===== src/core/netadapt_pkg.sv =====
// Purpose: Shared constants for the serial network adapter configuration core
// Assumes: 40 MHz system clock
// Notes:   Strap encodings, rate table, address defaults and timing counts
package netadapt_pkg;

	// ----------------------------------------
	// Clock and timing
	// ----------------------------------------
	localparam int unsigned CLK_HZ         = 40_000_000; // System clock rate
	localparam int unsigned BLINK_MS       = 250;        // Service blink half period
	localparam int unsigned BLINK_CYC      = CLK_HZ / 1000 * BLINK_MS;
	localparam int unsigned DEBOUNCE_MS    = 10;         // Push-button settle time
	localparam int unsigned DEBOUNCE_CYC   = CLK_HZ / 1000 * DEBOUNCE_MS;

	// ----------------------------------------
	// Strap encodings (value of a strap after synchronising)
	// ----------------------------------------
	localparam logic ROLE_DCE      = 1'b0; // Default role
	localparam logic ROLE_DTE      = 1'b1;
	localparam logic PROTO_ACK     = 1'b0; // Acknowledged handshake, default
	localparam logic PROTO_BUF     = 1'b1; // Buffered back-to-back
	localparam logic HOST_LOCAL    = 1'b0; // Default
	localparam logic HOST_REMOTE   = 1'b1;
	localparam logic NET_DISABLED  = 1'b0; // Default: hold-off after reset
	localparam logic NET_ENABLED   = 1'b1;
	localparam logic WIRE_3        = 1'b0; // Default: TXD, RXD, ground
	localparam logic WIRE_8        = 1'b1; // Full modem handshake
	localparam logic AUTO_OFF      = 1'b0; // Default
	localparam logic AUTO_ON       = 1'b1;
	localparam logic [2:0] RATE_SEL_DEFAULT = 3'h3; // 9600 bit/s

	// ----------------------------------------
	// Rate table, bit/s
	// ----------------------------------------
	localparam int unsigned RATE_14400  = 14400;
	localparam int unsigned RATE_1200   = 1200;
	localparam int unsigned RATE_2400   = 2400;
	localparam int unsigned RATE_9600   = 9600;
	localparam int unsigned RATE_19200  = 19200;
	localparam int unsigned RATE_38400  = 38400;
	localparam int unsigned RATE_57600  = 57600;
	localparam int unsigned RATE_115200 = 115200;
	localparam int unsigned DIV_W       = 16; // Width of bit period divisor

	// ----------------------------------------
	// Network address defaults
	// ----------------------------------------
	localparam logic [6:0] NODE_DEFAULT   = 7'h7f; // Node 127
	localparam logic [7:0] SUBNET_DEFAULT = 8'h01; // Subnet 1

	// ----------------------------------------
	// Service indicator states
	// ----------------------------------------
	typedef enum logic [1:0] {
		LED_BLINK = 2'b00, // Unconfigured
		LED_OFF   = 2'b01, // Configured
		LED_ON    = 2'b11  // Hardware failure
	} led_mode_t;

endpackage


===== src/core/netadapt_cfg.sv =====
// Purpose: Strap capture, host pin roles, rate select, hold-off, service
//          message, address store and service indicator of the adapter
// Assumes: Straps and button are asynchronous pins; address writes and
//          nonvolatile handshake are on clk
// Notes:   A two-entry buffer carries service messages to the network side
`timescale 1ns/1ps
`default_nettype none

module netadapt_cfg
	import netadapt_pkg::*;
#(
	parameter int unsigned BLINK_CYCLES    = BLINK_CYC,   // Blink half period
	parameter int unsigned DEBOUNCE_CYCLES = DEBOUNCE_CYC // Button settle time
) (
	input  wire logic              clk,              // System clock
	input  wire logic              rst_n,            // Sync reset, active low
	input  wire logic              role_strap_group, // 1 = DTE
	input  wire logic              link_protocol_strap, // 1 = buffered
	input  wire logic              host_location_strap, // 1 = remote
	input  wire logic              network_enable_strap, // 1 = enabled
	input  wire logic              wiring_width_strap, // 1 = 8-wire
	input  wire logic              auto_rate_strap,  // 1 = autobaud
	input  wire logic              rate_select_bit2, // Rate bit, MSB
	input  wire logic              rate_select_bit1, // Rate bit
	input  wire logic              rate_select_bit0, // Rate bit, LSB
	input  wire logic              service_button_n, // Pushed when low
	input  wire logic              host_pin2_i,      // Pin 2 level in
	input  wire logic              host_pin3_i,      // Pin 3 level in
	input  wire logic [4:0]        host_hs_i,        // DCD,DSR,CTS,RI,DTR/RTS ins
	input  wire logic              core_txd,         // Serial data from core
	input  wire logic              core_rts,         // Core handshake out
	input  wire logic              auto_rate_valid,  // Detector locked
	input  wire logic [DIV_W-1:0]  auto_rate_div,    // Detected bit divisor
	input  wire logic              holdoff_release_message, // Release pulse
	input  wire logic              addr_wr,          // Address write pulse
	input  wire logic [6:0]        addr_node_in,     // New node number
	input  wire logic [7:0]        addr_subnet_in,   // New subnet number
	input  wire logic              cfg_done,         // Node configured pulse
	input  wire logic              hw_fault,         // Hardware failure level
	input  wire logic              nv_ready,         // Nonvolatile store ready
	input  wire logic              svc_ready,        // Network takes message
	output logic                   host_pin2_o,      // Pin 2 drive level
	output logic                   host_pin2_oe,     // Pin 2 driven
	output logic                   host_pin3_o,      // Pin 3 drive level
	output logic                   host_pin3_oe,     // Pin 3 driven
	output logic [5:0]             host_hs_o,        // DCD,DSR,CTS,RI,DTR,RTS
	output logic [5:0]             host_hs_oe,       // Enable per handshake pin
	output logic                   core_rxd,         // Serial data to core
	output logic                   proto_buffered,   // Buffered protocol
	output logic                   host_remote,      // Remote host mode
	output logic                   wire8,            // 8-wire mode
	output logic                   auto_rate_on,     // Autobaud active
	output logic [DIV_W-1:0]       bit_div,          // Clocks per bit
	output logic                   net_enable,       // Network traffic allowed
	output logic                   svc_valid,        // Service message pending
	output logic [6:0]             node_addr,        // Active node number
	output logic [7:0]             subnet_addr,      // Active subnet number
	output logic                   nv_wr,            // Store address pulse
	output logic [14:0]            nv_data,          // Node and subnet to store
	output logic                   service_led       // Service indicator
);

	// ----------------------------------------
	// Elaboration checks
	// ----------------------------------------
	if (BLINK_CYCLES < 2 || DEBOUNCE_CYCLES < 2) begin : g_bad
		$error("counts too small");
	end

	// ----------------------------------------
	// Pin synchronisers (straps, button, host inputs)
	// ----------------------------------------
	localparam int SW = 17; // Synchronised bits
	logic [SW-1:0] s1_q;    // First stage, read only by second
	logic [SW-1:0] s2_q;    // Second stage
	wire  [SW-1:0] pins = {host_hs_i, host_pin3_i, host_pin2_i, service_button_n,
	                       rate_select_bit0, rate_select_bit1, rate_select_bit2,
	                       auto_rate_strap, wiring_width_strap,
	                       network_enable_strap, host_location_strap,
	                       link_protocol_strap, role_strap_group};

	// Two flops on every asynchronous pin
	always_ff @(posedge clk) begin
		s1_q <= pins;
		s2_q <= s1_q;
	end

	// ----------------------------------------
	// Strap latch at reset release
	// ----------------------------------------
	logic       rst_seen_q; // Reset released and straps taken
	logic [8:0] strap_q;    // Latched straps

	// Straps taken on the first clock after reset release only
	always_ff @(posedge clk) begin
		if (!rst_n) begin
			rst_seen_q <= 1'b0;
			strap_q    <= {RATE_SEL_DEFAULT[0], RATE_SEL_DEFAULT[1],
			               RATE_SEL_DEFAULT[2], AUTO_OFF, WIRE_3,
			               NET_DISABLED, HOST_LOCAL, PROTO_ACK, ROLE_DCE};
		end else if (!rst_seen_q) begin
			rst_seen_q <= 1'b1;
			strap_q    <= s2_q[8:0];
		end
	end

	wire       dte      = strap_q[0] == ROLE_DTE;
	wire       auto_sel = strap_q[5] == AUTO_ON;
	wire [2:0] rsel     = {strap_q[6], strap_q[7], strap_q[8]};
	wire       hs_b     = s2_q[9];     // Button pin, low = pressed
	wire       p2_s     = s2_q[10];    // Pin 2 level
	wire       p3_s     = s2_q[11];    // Pin 3 level
	wire [4:0] hs_s     = s2_q[16:12]; // Handshake pin levels

	// ----------------------------------------
	// Rate selection
	// ----------------------------------------
	function automatic logic [DIV_W-1:0] div_of(input int unsigned r);
		div_of = DIV_W'(CLK_HZ / r);
	endfunction

	logic [DIV_W-1:0] fixed_div; // Divisor from rate straps
	always_comb begin
		unique case (rsel)
			3'h0: fixed_div = div_of(RATE_14400);
			3'h1: fixed_div = div_of(RATE_1200);
			3'h2: fixed_div = div_of(RATE_2400);
			3'h3: fixed_div = div_of(RATE_9600);
			3'h4: fixed_div = div_of(RATE_19200);
			3'h5: fixed_div = div_of(RATE_38400);
			3'h6: fixed_div = div_of(RATE_57600);
			3'h7: fixed_div = div_of(RATE_115200);
		endcase
	end

	// Autobaud only in 3-wire use, never with a modem
	wire auto_act = auto_sel && !dte && strap_q[4] == WIRE_3;
	// Detected rate replaces the straps while autobaud is on
	wire [DIV_W-1:0] div_d = auto_act ?
		(auto_rate_valid ? auto_rate_div : bit_div) : fixed_div;

	// ----------------------------------------
	// Host pin roles
	// ----------------------------------------
	wire hs_on = strap_q[4] == WIRE_8;
	// DCE: pin2 out (TXD), pin3 in; DTE swaps them
	wire rxd_d = dte ? p2_s : p3_s;
	// Outputs, 8-wire only (3-wire drives none): DCE drives DCD,DSR,CTS,RI; DTE drives DTR,RTS
	wire [5:0] hs_oe_d = !hs_on ? 6'h00 : (dte ? 6'h03 : 6'h3c);
	wire [5:0] hs_d = dte ? {4'h0, 1'b1, core_rts}
	                      : {1'b1, 1'b1, core_rts, 1'b0, 2'h0};

	// ----------------------------------------
	// Hold-off after reset
	// ----------------------------------------
	logic net_en_q; // Network traffic allowed
	always_ff @(posedge clk) begin
		if (!rst_n) net_en_q <= 1'b0;
		else if (!rst_seen_q) net_en_q <= s2_q[3] == NET_ENABLED;
		else if (holdoff_release_message) net_en_q <= 1'b1;
	end

	// ----------------------------------------
	// Service button: debounce, release detect, two-entry buffer
	// ----------------------------------------
	logic [$clog2(DEBOUNCE_CYCLES+1)-1:0] deb_q; // Settle counter
	logic btn_q;  // Debounced level, 1 = pressed
	always_ff @(posedge clk) begin
		if (!rst_n) begin
			deb_q <= '0;
			btn_q <= 1'b0;
		end else if ((!hs_b) == btn_q) begin
			deb_q <= '0;
		end else if (deb_q == ($bits(deb_q))'(DEBOUNCE_CYCLES - 1)) begin
			deb_q <= '0;
			btn_q <= !hs_b;
		end else begin
			deb_q <= deb_q + 1'b1;
		end
	end
	wire release_ev = btn_q && hs_b &&
	                  deb_q == ($bits(deb_q))'(DEBOUNCE_CYCLES - 1);

	logic [1:0] cnt_q; // Messages buffered, 0..2
	wire push = release_ev && cnt_q != 2'h2;
	wire pop  = svc_ready && cnt_q != 2'h0;
	always_ff @(posedge clk) begin
		if (!rst_n) cnt_q <= 2'h0;
		else cnt_q <= 2'(cnt_q + {1'b0, push} - {1'b0, pop});
	end

	// ----------------------------------------
	// Address store and nonvolatile write
	// ----------------------------------------
	logic nv_pend_q; // Write awaiting store
	always_ff @(posedge clk) begin
		if (!rst_n) begin
			node_addr   <= NODE_DEFAULT;
			subnet_addr <= SUBNET_DEFAULT;
			nv_pend_q   <= 1'b0;
			nv_wr       <= 1'b0;
			nv_data     <= {NODE_DEFAULT, SUBNET_DEFAULT};
		end else begin
			if (addr_wr) begin
				node_addr   <= addr_node_in;
				subnet_addr <= addr_subnet_in;
				nv_data     <= {addr_node_in, addr_subnet_in};
			end
			nv_wr     <= nv_pend_q && nv_ready && !addr_wr;
			nv_pend_q <= addr_wr || (nv_pend_q && !nv_ready);
		end
	end

	// ----------------------------------------
	// Service indicator
	// ----------------------------------------
	logic cfgd_q; // Node configured
	logic [$clog2(BLINK_CYCLES)-1:0] blk_q; // Blink timer
	logic blink_q;
	led_mode_t mode;
	assign mode = hw_fault ? LED_ON : (cfgd_q ? LED_OFF : LED_BLINK);
	always_ff @(posedge clk) begin
		if (!rst_n) begin
			cfgd_q  <= 1'b0;
			blk_q   <= '0;
			blink_q <= 1'b0;
		end else begin
			cfgd_q <= cfgd_q || cfg_done;
			if (blk_q == ($bits(blk_q))'(BLINK_CYCLES - 1)) begin
				blk_q   <= '0;
				blink_q <= !blink_q;
			end else begin
				blk_q <= blk_q + 1'b1;
			end
		end
	end

	// ----------------------------------------
	// Registered outputs
	// ----------------------------------------
	always_ff @(posedge clk) begin
		if (!rst_n) begin
			host_pin2_o  <= 1'b1;
			host_pin2_oe <= 1'b0;
			host_pin3_o  <= 1'b1;
			host_pin3_oe <= 1'b0;
			host_hs_o    <= 6'h00;
			host_hs_oe   <= 6'h00;
			core_rxd     <= 1'b1;
			bit_div      <= div_of(RATE_9600);
			svc_valid    <= 1'b0;
			service_led  <= 1'b0;
		end else begin
			host_pin2_o  <= core_txd;
			host_pin2_oe <= !dte;
			host_pin3_o  <= core_txd;
			host_pin3_oe <= dte;
			host_hs_o    <= hs_d;
			host_hs_oe   <= hs_oe_d;
			core_rxd     <= rxd_d;
			bit_div      <= div_d;
			svc_valid    <= 2'(cnt_q + {1'b0, push} - {1'b0, pop}) != 2'h0;
			service_led  <= mode == LED_ON || (mode == LED_BLINK && blink_q);
		end
	end

	assign proto_buffered = strap_q[1] == PROTO_BUF;
	assign host_remote    = strap_q[2] == HOST_REMOTE;
	assign wire8          = hs_on;
	assign auto_rate_on   = auto_act;
	assign net_enable     = net_en_q;

	// ----------------------------------------
	// Assertions
	// ----------------------------------------
	a_strap_hold: assert property (@(posedge clk) disable iff (!rst_n)
		rst_seen_q && $past(rst_seen_q) |-> $stable(strap_q))
		else $error("straps changed after capture");
	a_holdoff_release: assert property (@(posedge clk) disable iff (!rst_n)
		rst_seen_q && holdoff_release_message |=> net_enable)
		else $error("release message ignored");
	a_holdoff_keep: assert property (@(posedge clk) disable iff (!rst_n)
		net_enable |=> net_enable)
		else $error("network enable dropped");
	a_addr_take: assert property (@(posedge clk) disable iff (!rst_n)
		addr_wr |=> node_addr == $past(addr_node_in)
		         && subnet_addr == $past(addr_subnet_in))
		else $error("address not taken at once");
	a_nv_store: assert property (@(posedge clk) disable iff (!rst_n)
		addr_wr ##1 (!addr_wr && nv_ready) |=> nv_wr)
		else $error("address not stored");
	a_role_pins: assert property (@(posedge clk) disable iff (!rst_n)
		rst_seen_q |=> host_pin2_oe == !$past(dte) && host_pin3_oe == $past(dte))
		else $error("data pin roles wrong");
	a_rate_auto: assert property (@(posedge clk) disable iff (!rst_n)
		auto_act && auto_rate_valid |=> bit_div == $past(auto_rate_div))
		else $error("fixed rate used during autobaud");
	a_led_fault: assert property (@(posedge clk) disable iff (!rst_n)
		hw_fault |=> service_led)
		else $error("indicator dark on fault");
	a_svc_once: assert property (@(posedge clk) disable iff (!rst_n)
		cnt_q == 2'h0 && !release_ev |=> !svc_valid)
		else $error("message without release");

endmodule

`default_nettype wire


===== config.mk =====
export PLATFORM = sky130hd
export DESIGN_NAME = netadapt_cfg
export DESIGN_NICKNAME = d
export VERILOG_FILES = /design/src/core/netadapt_pkg.sv /design/src/core/netadapt_cfg.sv
export SDC_FILE = /design/constraint.sdc
export NUM_CORES = 1
export LEC_CHECK = 0
export BUFFER_PORTS_ARGS = -buffer_cell sky130_fd_sc_hd__buf_2
export CAP_MARGIN = 20
export CORE_UTILIZATION = 30
export CTS_BUF_LIST = sky130_fd_sc_hd__clkbuf_8
export CTS_CLUSTER_DIAMETER = 30
export CTS_CLUSTER_SIZE = 20
export DETAILED_ROUTE_END_ITERATION = 8
export PLACE_DENSITY = 0.48
export SKIP_LAST_GASP = 1
export SLEW_MARGIN = 15
export SYNTH_ARGS = -nofsm -noshare
export SYNTH_HDL_FRONTEND = slang
export SYNTH_SLANG_ARGS = --single-unit

===== constraint.sdc =====
create_clock -name clk -period 6.93 [get_ports clk]
set_input_delay 1.386 -clock clk [delete_from_list [all_inputs] [get_ports clk]]
set_output_delay 1.386 -clock clk [all_outputs]
set_load 0.005 [all_outputs]

==> results of run 1 <==
==> logic make-up after synthesis <==
| group | after synthesis | synth area share |
|---|---|---|
| adder cells (fa/ha/maj) | 13 | 0.0307 |
| flip-flops | 140 | 0.529 |
| other | 1 | 0.000708 |
| buffers and inverters | 64 | 0.0657 |
| XOR/XNOR | 25 | 0.0413 |
| AND/OR/NAND/NOR | 191 | 0.185 |
| AO/OA/AOI/OAI | 62 | 0.0702 |
| multiplexers | 41 | 0.0775 |
==> critical path: stages, from the launching register on <==
cell and delay [ns]:
dfxtp_1 0.35, nand2b_1 0.16, or2_2 0.35, inv_1 0.49, buf_2 0.22
==> state kept, by name (all words and copies together), names as in the netlist, 2 cells and up <==
| signal | cells |
|---|---|
| blk_q | 24 |
| deb_q | 19 |
| bit_div | 16 |
| fixed_div | 15 |
| s1_q | 12 |
| s2_q | 12 |
| strap_q | 8 |
| node_addr | 7 |
| subnet_addr | 7 |
| host_hs_o | 4 |
| cnt_q | 2 |
| host_hs_oe | 2 |
==> how the worst max path moves through the flow <==
stage                              end  slack [ns]  cells after the start
after floorplan           auto_rate_on        4.23                      5
after global placement    fixed_div[8]        3.88                      6
after detailed placement  fixed_div[8]        3.86                      6
after CTS                 auto_rate_on        3.48                      4
after global routing      auto_rate_on        3.32                      4
final                     auto_rate_on        3.54                      4
==> power by group <==
part / total, mW / leakage (nW) / switching (mW) / internal [mW]
combinational: 0.117 / 1.36 / 0.0596 / 0.0578
sequential: 0.863 / 1.15 / 0.0192 / 0.844
clock: 0.691 / 0.222 / 0.305 / 0.386
total: 1.67 / 2.73 / 0.383 / 1.29
==> metal layers <==
| layer | up-vias | wire, um | GRT usage |
|---|---|---|---|
| met4 | 0 | 204 | 0.0618 |
| met3 | 12 | 463 | 0.0360 |
| met2 | 93 | 4970 | 0.201 |
| met5 | - | 0 | 0 |
| li1 | 2001 | - | - |
| met1 | 1777 | 4850 | 0.140 |
==> cells in the mapped netlist (3+ instances only) <==
cell type	n	area, um^2
a21oi_1	20	100
o21ai_0	17	85.1
mux2i_1	41	410
dfxtp_1	140	2800
nor2_1	63	236
inv_1	15	56.3
nand3_1	14	70.1
xor2_1	9	78.8
o31ai_1	3	22.5
xnor2_1	16	140
and2_1	9	56.3
or3_1	11	68.8
o211ai_1	4	30.0
buf_4	24	180
nor3_1	10	50.1
nand4_1	11	68.8
buf_2	7	35.0
nand2_1	35	131
nor4_1	3	18.8
nand2b_1	4	25.0
ha_1	13	163
and3_1	9	56.3
a211oi_1	11	82.6
clkbuf_1	13	48.8
or4_1	4	30.0
and4_1	3	26.3
==> area by class of cell <==
class | instances | share of cell area
sequential | 140 | 0.443
multi-input combinational | 333 | 0.339
timing repair buffer | 124 | 0.0984
tap | 225 | 0.0444
clock buffer | 17 | 0.0369
clock inverter | 14 | 0.0282
inverter | 17 | 0.0101
==> results.md, run 1 <==
* Fin nets at ~710
* Iteration-0 DRC Markers at between 150 and 200
* Clk slew on worst S/H paths at ~0.070 ns
* CP endpoint kind: primary output
* Largest net degree at the start of global routing at 34
* EDFF count, synth at 0
* Setup TNS at 0 ns
* RSZ-0062 raised after global routing: no
* Hold slack final at between 0.3 and 0.4 ns
* Drt total wl at approximately 10 mm
* Antenna-violating nets left at 0
* Post-CTS sizing at 0
* Worst slew pin tran at 0.986 ns
* Most frequent cells in the layout: 140 x dfxtp_1, 123 x buf_2, 63 x nor2_1
* Skew final at between 0.01 and 0.015 ns
* Placed Area at around 5900 um^2
* Clock latency on the worst-skew pair at around 0.44 ns
* Max cap viols at 0
* Register area share after synthesis at 0.529
* Pre-antenna DRT Iters at 4
* Slew HR at 0.343
* Post-detail-place hpwl at 7.24 mm
* # rows at 48
* TritonCTS Buffers at 17
* Final setup viols at 0
* Pre-CTS setup slack at around 3.9 ns
* Hold Crit Endpoint: s2_q[6]
* Fmax at 295 MHz
* Pwr Density at 264 nW/um^2
* Clock Tree Buf Depth at 2
* Final Util at 0.366
* CTS tree: yes
* Synth Flop Type: dfxtp_1
* Die H at about 130 um
* Initial core utilization at 0.306
* DRC at 0
* Commonest non-fill, non-tap cell in the layout: dfxtp_1
* Ports at 130
* Num Clock Sinks at 140
* Dpl cells at between 800 and 900
* Clock Root Buffer: clkbuf_8
* H-tree Lvls at 4
* R2R Path End: svc_valid
* Total grt overflow at 0
* Lkg Pwr at 2.73 nW
* Placer Congestion at between 0.7 and 0.8
* Final Hold Fails at 0
* Layout area overhead at 19.6%
* Number of fill cells at roughly 1800
* Core footprint at about 17000 um^2
* Vias at approximately 3900
* Critical Path Fanout Max at 23
* Hold_buf cts at 0
* Vias per inst at about 4.5
* Status: complete, no violations
* Period utilization at 0.490
* Worst vdd ir at between 0.0001 and 0.00015 V
* Synthesized area per cell at roughly 9.9 um^2
* Syn_nets at 609
* Hold Crit Class: flop to flop
* WL/cell at roughly 12 um
* Hold depth at 0
* R2r startpoint: deb_q[0]
* Register Area at 2800 um^2
* Crit path time final at approximately 3.4 ns
* Mapped Area at around 5300 um^2
* Worst Reg2Reg Path Length in Cells at 11
* Die X at 135 um
* Startpoint Class: flop
* Fin area at roughly 6300 um^2
* Post-synthesis register bit count at 140
* Worst setup path start: strap_q[4]
* GRT Total Usage at 0.121
* Crit Path Class: flop to primary output
* Netlist cell types at 47
* Total Power at approximately 1.7 mW
* Hold Crit Start: s1_q[6]
* First-pass GRT wire length at around 17 mm
* N_diodes at 0
* Max-slew violations at 0
* Area of the multi-input gates at ~2100 um^2
* Share of cells above drive strength 1 at 0.248
* Flop2flop setup slack at between 4 and 5 ns
* Port bufs at 123
* Die area at 18200 um^2
* Antenna violations before repair at 0
* Worst Path Required at between 5 and 6 ns
* Post-CTS setup buffer count at 0
* Yosys warnings at 0
* Cells after Synth at approximately 540
* Async S/R FF share, synth at 0
* Critical Path AT at around 2.0 ns
* Setup WS post-layout at roughly 3.5 ns
* Vias in the first global route at around 3600
* Fin cells at 870
Power figures use the tool's default switching activity.
==> run 2: changes to the inputs <==
Clock period 6.93 ns to 3.4 ns, I/O delays scaled along.
==> run 2 against run 1 <==
Against the previous run:
- cell area is 0.24% higher
- core utilization is 0.087 points higher
- combinational power is 110% higher
- via count is 0.49% higher
- first-iteration DRC count is 15% higher
- clock power is 98% higher
- sequential power is 100% higher
- sequential share of layout area is 0.10 points lower
==> results.md, run 2 (synthesis gave the netlist of run 1 again) <==
* Hold slack final at about 0.33 ns
* Initial core utilization at 0.306
* CTS tree: yes
* Critical Path AT at just over 3 ns
* Critical Path Fanout Max at 6
* Post-detail-place hpwl at around 7.3 mm
* Period utilization at 0.797
* WL/cell at around 12 um
* Post-CTS sizing at 0
* Most frequent cells in the layout: 140 x dfxtp_1, 123 x buf_2, 63 x nor2_1
* R2R Path End: svc_valid
* Placed Area at around 6000 um^2
* Antenna violations before repair at 0
* Clock Tree Buf Depth at 2
* CP endpoint kind: flop
* Worst vdd ir at 0.000250 V
* Share of cells above drive strength 1 at 0.250
* Hold Crit Endpoint: s2_q[8]
* Placer Congestion at between 0.7 and 0.8
* Final Hold Fails at 0
* Slew HR at 0.572
* Total grt overflow at 0
* R2r startpoint: deb_q[0]
* Hold Crit Class: flop to flop
* Flop2flop setup slack at a little under 0.7 ns
* Area of the multi-input gates at between 2000 and 2500 um^2
* Skew final at approximately 0.012 ns
* First-pass GRT wire length at 17.3 mm
* Status: complete, no violations
* Pre-antenna DRT Iters at 6
* Worst Reg2Reg Path Length in Cells at 11
* Crit Path Class: flop to flop
* Worst slew pin tran at 0.633 ns
* Vias at 3902
* Lkg Pwr at about 2.7 nW
* Clock latency on the worst-skew pair at between 0.4 and 0.5 ns
* Num Clock Sinks at 140
* Worst Path Required at 3.73 ns
* Ports at between 100 and 150
* Drt total wl at around 10 mm
* Final Util at 0.367
* Largest net degree at the start of global routing at 34
* Port bufs at roughly 120
* Fin area at 6350 um^2
* GRT Total Usage at 0.123
* Fin nets at just over 700
* Pwr Density at around 530 nW/um^2
* Die X at between 100 and 150 um
* Dpl cells at roughly 840
* Startpoint Class: flop
* TritonCTS Buffers at 17
* H-tree Lvls at 4
* Die H at between 100 and 150 um
* Antenna-violating nets left at 0
* Max reg flops at 24
* Max cap viols at 0
* Crit path time final at around 2.7 ns
* Largest regs: blk_q x24, deb_q x19, bit_div x16
* Layout area overhead at 19.9%
* Hold Crit Start: s1_q[8]
* Commonest non-fill, non-tap cell in the layout: dfxtp_1
* DRC at 0
* N_diodes at 0
* Hold_buf cts at 0
* Fmax at approximately 370 MHz
* Max-slew violations at 0
* Iteration-0 DRC Markers at roughly 190
* Setup TNS at 0 ns
* Clock Root Buffer: clkbuf_8
* Core footprint at between 15000 and 20000 um^2
* Clk slew on worst S/H paths at roughly 0.070 ns
* Die area at roughly 18000 um^2
* Number of fill cells at 1758
* Register Area at 2800 um^2
* Post-CTS setup buffer count at 0
* Vias per inst at ~4.5
* RSZ-0062 raised after global routing: no
* # rows at 48
* Biggest register: blk_q
* Vias in the first global route at between 3000 and 4000
* Hold depth at 0
* Fin cells at about 870
* Final setup viols at 0
-- run 2: report_power, final --
group	internal, mW	switching (mW)	leakage, nW
sequential	1.72	0.0390	1.15
clock	0.755	0.618	0.207
combinational	0.120	0.123	1.37
-- run 2: critical path, cell delays in order, from the launching register on --
cell and delay (ns):
dfxtp_1 0.40, ha_1 0.23, and3_1 0.32, and3_1 0.29, o2111ai_1 0.14, ha_1 0.33
inv_1 0.04, ha_1 0.18, xor2_1 0.17, and2_1 0.16, nor3_1 0.05, or2_2 0.29
-- run 2: metrics by stage --
| stage | power (mW) | setup WS, ns |
|---|---|---|
| after global placement | 2.04 | 0.828 |
| after CTS | 3.43 | 0.690 |
| after floorplan | 1.95 | 0.955 |
| final | 3.38 | 0.689 |
| after global routing | 3.55 | 0.535 |
| after detailed placement | 2.05 | 0.710 |
-- run 2: cell type report --
class / count / share of cell area
multi-input combinational: 333 / 0.338
clock buffer: 19 / 0.0412
clock inverter: 12 / 0.0233
inverter: 17 / 0.0101
timing repair buffer: 127 / 0.102
sequential: 140 / 0.441
tap: 225 / 0.0443
-- run 2: worst max path at each step --
stage | start | to | slack (ns) | cells after the start
2_1_floorplan | deb_q[0] | svc_valid | 0.95 | 12
3_3_place_gp | deb_q[15] | svc_valid | 0.83 | 10
3_5_place_dp | deb_q[16] | svc_valid | 0.71 | 10
4_1_cts | deb_q[16] | svc_valid | 0.69 | 10
5_1_grt | deb_q[0] | svc_valid | 0.53 | 11
6_report | deb_q[0] | svc_valid | 0.69 | 11
-- run 2: per-layer routing --
metal / part of all wire / track usage
met5: 0 / 0
met4: 0.024 / 0.0680
met3: 0.054 / 0.0424
met2: 0.48 / 0.205
met1: 0.45 / 0.139
